**src/hdl/ppo_pkg.sv**
```systemverilog
package ppo_pkg;

  // ------------------------------------------------------------------
  // Port geometry
  // ------------------------------------------------------------------
  localparam int unsigned PORT_W = 8;

  // ------------------------------------------------------------------
  // Reset values of the per-pin control bits
  // ------------------------------------------------------------------
  localparam logic [PORT_W-1:0] DIR_RST   = 8'h00;
  localparam logic [PORT_W-1:0] LATCH_RST = 8'h00;
  localparam logic [PORT_W-1:0] READ_RST  = 8'h00;

  // ------------------------------------------------------------------
  // Alternate function pin positions on the first port
  // ------------------------------------------------------------------
  localparam int unsigned PIN_SER_DATA = 0;
  localparam int unsigned PIN_SER_DO   = 1;
  localparam int unsigned PIN_SER_CLK  = 2;
  localparam int unsigned PIN_CAPTURE  = 4;

  // ------------------------------------------------------------------
  // Read synchroniser depth
  // ------------------------------------------------------------------
  localparam int unsigned SYNC_STAGES = 2;

endpackage : ppo_pkg

```
**src/hdl/ppo_port.sv**
```systemverilog
`timescale 1ns/1ps
`default_nettype none

module ppo_port
  import ppo_pkg::*;
(
  input  wire logic              mclk_i,
  input  wire logic              rst_i,
  // Shared port strobes and data
  input  wire logic              dir_wr_i,
  input  wire logic              latch_wr_i,
  input  wire logic              pin_wr_i,
  input  wire logic [PORT_W-1:0] wdata_i,
  output logic      [PORT_W-1:0] dir_bit_o,
  output logic      [PORT_W-1:0] out_latch_bit_o,
  output logic      [PORT_W-1:0] pin_read_bit_o,
  // Global controls
  input  wire logic              global_pullup_disable_i,
  input  wire logic              sleep_i,
  // Peripheral overrides
  input  wire logic [PORT_W-1:0] pullup_override_en_i,
  input  wire logic [PORT_W-1:0] pullup_override_val_i,
  input  wire logic [PORT_W-1:0] dir_override_en_i,
  input  wire logic [PORT_W-1:0] dir_override_val_i,
  input  wire logic [PORT_W-1:0] outval_override_en_i,
  input  wire logic [PORT_W-1:0] outval_override_val_i,
  input  wire logic [PORT_W-1:0] latch_toggle_override_en_i,
  input  wire logic [PORT_W-1:0] input_enable_override_en_i,
  input  wire logic [PORT_W-1:0] input_enable_override_val_i,
  // Serial interface mode and data
  input  wire logic              ser_three_wire_i,
  input  wire logic              ser_data_out_i,
  // Pad side
  input  wire logic [PORT_W-1:0] pad_in_i,
  output logic      [PORT_W-1:0] pad_out_o,
  output logic      [PORT_W-1:0] pad_oe_o,
  output logic      [PORT_W-1:0] pad_pullup_o,
  output logic      [PORT_W-1:0] pad_input_en_o,
  // Alternate function taps
  output logic      [PORT_W-1:0] alt_raw_input_o,
  output logic      [PORT_W-1:0] analog_pad_line_o,
  output logic      [PORT_W-1:0] pin_change_source_o,
  output logic                   ext_irq_one_input_o,
  output logic                   serial_if_clock_3w_o,
  output logic                   serial_if_clock_2w_o,
  output logic                   serial_data_in_3w_o,
  output logic                   serial_data_line_2w_o,
  output logic                   timer0_capture_input_o,
  output logic                   analog_ch3_o
);

  // ------------------------------------------------------------------
  // Per-pin control bits
  // ------------------------------------------------------------------
  logic [PORT_W-1:0] dir_q;
  logic [PORT_W-1:0] latch_q;
  logic [PORT_W-1:0] latch_d;
  logic [PORT_W-1:0] pin_read_q;
  logic [PORT_W-1:0] raw_in;
  logic [PORT_W-1:0] pv_en_eff;
  logic [PORT_W-1:0] pv_val_eff;
  logic [PORT_W-1:0] cell_oe;
  logic [PORT_W-1:0] cell_out;
  logic [PORT_W-1:0] cell_pu;
  logic [PORT_W-1:0] cell_ie;

  // One write strobe serves every bit of the port
  always_ff @(posedge mclk_i or posedge rst_i) begin
    if (rst_i) begin
      dir_q <= DIR_RST;
    end else if (dir_wr_i) begin
      dir_q <= wdata_i;
    end
  end

  // Software write lands first, then both toggle sources act on it, so
  // a toggle that coincides with a write is never lost.
  always_comb begin
    latch_d = latch_wr_i ? wdata_i : latch_q;
    if (pin_wr_i) begin
      latch_d = latch_d ^ wdata_i;
    end
    latch_d = latch_d ^ latch_toggle_override_en_i;
  end

  always_ff @(posedge mclk_i or posedge rst_i) begin
    if (rst_i) begin
      latch_q <= LATCH_RST;
    end else begin
      latch_q <= latch_d;
    end
  end

  // ------------------------------------------------------------------
  // Serial data output takes pin 1 in three-wire mode
  // ------------------------------------------------------------------
  always_comb begin
    pv_en_eff  = outval_override_en_i;
    pv_val_eff = outval_override_val_i;
    if (ser_three_wire_i) begin
      pv_en_eff[PIN_SER_DO]  = 1'b1;
      pv_val_eff[PIN_SER_DO] = ser_data_out_i;
    end
  end

  // ------------------------------------------------------------------
  // Pin cells
  // ------------------------------------------------------------------
  // Overrides arrive ready-made from the owning peripherals, except the pin 1 value override merged above in three-wire mode
  for (genvar n = 0; n < PORT_W; n++) begin : g_pin
    ppo_pin_cell u_cell (
      .dir_i    (dir_q[n]),
      .latch_i  (latch_q[n]),
      .no_pu_i  (global_pullup_disable_i),
      .sleep_i  (sleep_i),
      .pad_in_i (pad_in_i[n]),
      .pu_en_i  (pullup_override_en_i[n]),
      .pu_val_i (pullup_override_val_i[n]),
      .dd_en_i  (dir_override_en_i[n]),
      .dd_val_i (dir_override_val_i[n]),
      .pv_en_i  (pv_en_eff[n]),
      .pv_val_i (pv_val_eff[n]),
      .ie_en_i  (input_enable_override_en_i[n]),
      .ie_val_i (input_enable_override_val_i[n]),
      .pullup_o (cell_pu[n]),
      .oe_o     (cell_oe[n]),
      .out_o    (cell_out[n]),
      .ie_o     (cell_ie[n]),
      .raw_o    (raw_in[n])
    );
  end

  // ------------------------------------------------------------------
  // Read path synchroniser
  // ------------------------------------------------------------------
  ppo_sync #(
    .W (PORT_W)
  ) u_sync (
    .mclk_i  (mclk_i),
    .rst_i   (rst_i),
    .async_i (raw_in),
    .sync_o  (pin_read_q)
  );

  // ------------------------------------------------------------------
  // Outputs
  // ------------------------------------------------------------------
  // Reset gates the drivers and pull-ups directly so the pads float even
  // when no clock runs; the cost is a combinational path from rst_i.
  assign pad_oe_o       = cell_oe & {PORT_W{~rst_i}};
  assign pad_pullup_o   = cell_pu & {PORT_W{~rst_i}};
  assign pad_out_o      = cell_out;
  assign pad_input_en_o = cell_ie;

  assign dir_bit_o       = dir_q;
  assign out_latch_bit_o = latch_q;
  assign pin_read_bit_o  = pin_read_q;

  // Raw tap: receivers must synchronise it unless used as a clock
  assign alt_raw_input_o = raw_in;
  // Digital stand-in for the pad's analog node, ungated
  assign analog_pad_line_o = pad_in_i;

  assign pin_change_source_o    = raw_in;
  assign ext_irq_one_input_o    = raw_in[PIN_SER_CLK];
  assign serial_if_clock_3w_o   = raw_in[PIN_SER_CLK];
  assign serial_if_clock_2w_o   = raw_in[PIN_SER_CLK];
  assign serial_data_in_3w_o    = raw_in[PIN_SER_DATA];
  assign serial_data_line_2w_o  = raw_in[PIN_SER_DATA];
  assign timer0_capture_input_o = raw_in[PIN_CAPTURE];
  assign analog_ch3_o           = pad_in_i[PIN_CAPTURE];
endmodule : ppo_port

`default_nettype wire

```
**src/hdl/ppo_sync.sv**
```systemverilog
`timescale 1ns/1ps
`default_nettype none

module ppo_sync
  import ppo_pkg::*;
#(
  parameter int unsigned W = PORT_W
) (
  input  wire logic         mclk_i,
  input  wire logic         rst_i,
  input  wire logic [W-1:0] async_i,
  output logic      [W-1:0] sync_o
);

  logic [W-1:0] meta_q;
  logic [W-1:0] sync_q;

  // First stage is read only by the second one
  always_ff @(posedge mclk_i or posedge rst_i) begin
    if (rst_i) begin
      meta_q <= READ_RST;
      sync_q <= READ_RST;
    end else begin
      meta_q <= async_i;
      sync_q <= meta_q;
    end
  end

  assign sync_o = sync_q;

endmodule : ppo_sync

`default_nettype wire

```
**src/hdl/ppo_pin_cell.sv**
```systemverilog
`timescale 1ns/1ps
`default_nettype none

module ppo_pin_cell (
  input  wire logic dir_i,
  input  wire logic latch_i,
  input  wire logic no_pu_i,
  input  wire logic sleep_i,
  input  wire logic pad_in_i,
  input  wire logic pu_en_i,
  input  wire logic pu_val_i,
  input  wire logic dd_en_i,
  input  wire logic dd_val_i,
  input  wire logic pv_en_i,
  input  wire logic pv_val_i,
  input  wire logic ie_en_i,
  input  wire logic ie_val_i,
  output logic      pullup_o,
  output logic      oe_o,
  output logic      out_o,
  output logic      ie_o,
  output logic      raw_o
);

  // Pure combinational mux: an override reaches the pad in its own cycle
  always_comb begin
    pullup_o = pu_en_i ? pu_val_i : (~dir_i & latch_i & ~no_pu_i);
    oe_o     = dd_en_i ? dd_val_i : dir_i;
    out_o    = pv_en_i ? pv_val_i : latch_i;
    ie_o     = ie_en_i ? ie_val_i : ~sleep_i;
    // Clamp ahead of the Schmitt output; no synchroniser on this path
    raw_o    = pad_in_i & ie_o;
  end

endmodule : ppo_pin_cell

`default_nettype wire

```
**config.mk**
```make
export PLATFORM = sky130hd
export DESIGN_NAME = ppo_port
export DESIGN_NICKNAME = d
export VERILOG_FILES = /design/src/hdl/ppo_pkg.sv /design/src/hdl/ppo_port.sv /design/src/hdl/ppo_sync.sv /design/src/hdl/ppo_pin_cell.sv
export SDC_FILE = /design/constraint.sdc
export NUM_CORES = 1
export LEC_CHECK = 0
export ABC_AREA = 1
export BUFFER_PORTS_ARGS = -buffer_cell sky130_fd_sc_hd__buf_2
export CAP_MARGIN = 10
export CORE_MARGIN = 8
export CORE_UTILIZATION = 25
export DETAILED_ROUTE_END_ITERATION = 10
export HOLD_SLACK_MARGIN = 0.03
export SLEW_MARGIN = 20
export SYNTH_ARGS = -nofsm -noshare
export SYNTH_HDL_FRONTEND = slang
export SYNTH_HIERARCHICAL = 1
export SYNTH_SLANG_ARGS = --single-unit
export TNS_END_PERCENT = 5
```
**constraint.sdc**
```tcl
create_clock -name mclk_i -period 1.1 [get_ports mclk_i]
set_clock_uncertainty 0.15 [all_clocks]
set_input_delay 0.11 -clock mclk_i [delete_from_list [all_inputs] [get_ports mclk_i]]
set_output_delay 0.11 -clock mclk_i [all_outputs]
set_load 0.01 [all_outputs]
```
==> out/results.txt <==
Status - finished, violations left
Violated checks - hold timing, setup timing
Synth Register Bits - 32
Flop2flop setup slack - -0.23 ns
Max_cap viols - 0
Post-synthesis adder-cell area fraction - 0%
Register share of total power - 36.3%
Worst hold slack - -0.0602 ns
Syn Std Cell Area - 2360 sq um
Layout cells sized above 1 - 49.4%
Top-Level Pins - 184
Post-Syn Nets - 459
Fill count - 961
Initial antenna violation count - 0
Clock Path Buffers - 2
Multiplexer area fraction after synthesis - 4.30%
Syn avg cell area - 6.51 sq um
Synth warnings - 6
DP HPWL - 6960 um
Maximum VDD drop - 376 uV
Synth-to-Final Area Change - 62.7%
Setup ws final - -0.321 ns
Yosys cell types - 16
Synth Area in XOR/XNOR - 0%
Main area contributors after synthesis - dfrtp_1 (34%), nand2_1 (17%), inv_1 (14%), buf_4 (7.3%), nand2_2 (6.1%)
CTS Buf Count - 5
Nets - 668
Largest family of logic cells by synthesized area - simple AND/OR/NAND/NOR gates
Die Height - 113 um
I/O Buffers - 183
TritonRoute pass-1 iters - 4
Vias - 2817
Rows - 35
Sw power - 1.25 mW
Crit path kind - register to primary output
Global route overflow - 0
Final wirelength - 8390 um
Share of the synthesized area in the top cell type - 34.0%
Final Hold Viols - 3
Highest clock rate - 0.704 GHz
Max-slew violations - 0
ANT nets after route - 0
Initial Util - 25.6%
Via density - 4.14
Slew margin rel. - 78.9%
Post-synthesis simple-gate area fraction - 34.1%
CTS Hold Bufs - 22
Gr usage total - 12.8%
Setup TNS - -7.87 ns
Leak - 2.45 nW
Worst slew pin tran - 0.317 ns
# clock sinks - 32
CTS tree - built
First-pass GRT wire length - 13500 um
Die Width - 113 um
Root Buffer - clkbuf_8
RSZ-0062 raised after global routing - true
Largest net degree at the start of global routing - 18
Synthesized instance count - 362
Sw Ratio - 33.7%
H-tree levels - 2
Synth area leader - dfrtp_1
Synth Area in Compound Gates - 3.40%
Final setup viols - 47
Shortest period the worst path allows - 1.42 ns
Most frequent cells in the layout - buf_2 (170), nand2_1 (99), inv_1 (83), dfrtp_1 (32), nand2_2 (29)
Required time of the critical path - 0.84 ns
Internal Power - 2.45 mW
Combinational power share - 41.6%
Drc violations - 0
PD cells - 965 nW/um^2
Initial DRC count - 86
Crit. End Element - primary output
Clock-pin slew on the worst setup and hold paths - 0.06 ns
Most common cell after layout, fill and taps aside - buf_2
Worst skew pair latency - 0.27 ns
Register area share after synthesis - 34.0%
Gpl congestion - 0.800
# diodes - 0
Area of the core - 9200 sq um
Wire per inst - 12.3 um
Hold Path Class - input port to register
Clk pwr share - 22.1%
Crit path DAT - 1.16 ns
DIE AREA - 12800 sq um
Startpoint types - register
Post-route clock period utilization - 129%
Number of global-route vias before repair - 2976
Crit-path max FO - 3
power by group through the flow:
stage	registers, mW	clock network [mW]	logic (mW)
global route	1.36	0.892	1.71
global placement	1.35	0	1.27
detailed placement	1.36	0	1.30
floorplan	1.42	0	0.637
CTS	1.34	0.858	1.49
finish	1.34	0.819	1.54
cell usage after synthesis:
cell type	count
buf_12	1
nand3_1	14
mux2_2	9
inv_6	1
inv_1	90
or2_2	1
nand2_2	23
buf_6	1
nand3_2	2
nor2_1	32
nor2_2	8
buf_2	4
dfrtp_1	32
o21ai_0	16
buf_4	23
nand2_1	105
metal layers:
layer  GRT usage (%)  up-vias  wire [um]
met2            23.5      136       4080
met1            13.6     1242       3440
met5               0        -          0
li1                -     1432          -
met3            4.47        7        789
met4            3.11        0         84
cell families (layout without fill, tap and decap cells):
kind of cell / count (synthesis) / after routing
compound gates: 16 / 16
buf+inv: 120 / 327
flops: 32 / 32
mux: 9 / 9
simple gates: 185 / 185
flip-flops by register name, summed over array words and instances (netlist names):
register	count
dir_bit_o	8
out_latch_bit_o	8
u_sync/meta_q	8
u_sync/sync_o	8
through the flow:
step / cell area, sq um / setup WS (ns) / total power [mW] / util (%) / cells
after floorplan: 2360 / 0.00342 / 2.05 / - / 362
after global placement: 3330 / -0.00654 / 2.63 / 36.2 / 646
after detailed placement: 3330 / -0.0265 / 2.65 / 36.2 / 646
after CTS: 3750 / -0.322 / 3.69 / 40.8 / 677
after global routing: 3840 / -0.431 / 3.95 / 41.7 / 680
final: 3840 / -0.321 / 3.70 / 41.7 / 680
cell type report:
cell class	instances	area (sq um)	area share [%]
Clock buffer	5	68.8	1.79
Multi-Input combinational cell	210	1050	27.3
Timing Repair Buffer	231	1440	37.4
Tap cell	111	139	3.62
Sequential cell	32	801	20.9
Inverter	91	347	9.03
path summary, 6_finish.rpt:
check                                    from            endpoint  depth (start not counted)
setup / recovery           out_latch_bit_o[2]  out_latch_bit_o[2]                          4
max in group asynchronous               rst_i    u_sync/meta_q[4]                          4
hold / removal                    pad_in_i[2]    u_sync/meta_q[2]                          3
hold reg to reg              u_sync/meta_q[7]    u_sync/sync_o[7]                          0
setup reg to reg           out_latch_bit_o[2]  out_latch_bit_o[2]                          9
min in group asynchronous               rst_i        dir_bit_o[2]                          4
worst max-delay path: stages (launching register included):
cell	delay, ns
dfrtp_1	0.37
buf_4	0.13
buf_4	0.12
buf_4	0.13
buf_2	0.14
repair_timing:
action	in CTS	in global routing
gates resized for setup	37	25
hold endpoints to repair	56	3
setup buffers	4	3
pin swaps	3	5
setup endpoints to repair	45	52
Note: power is estimated with default switching activity, not from simulation.
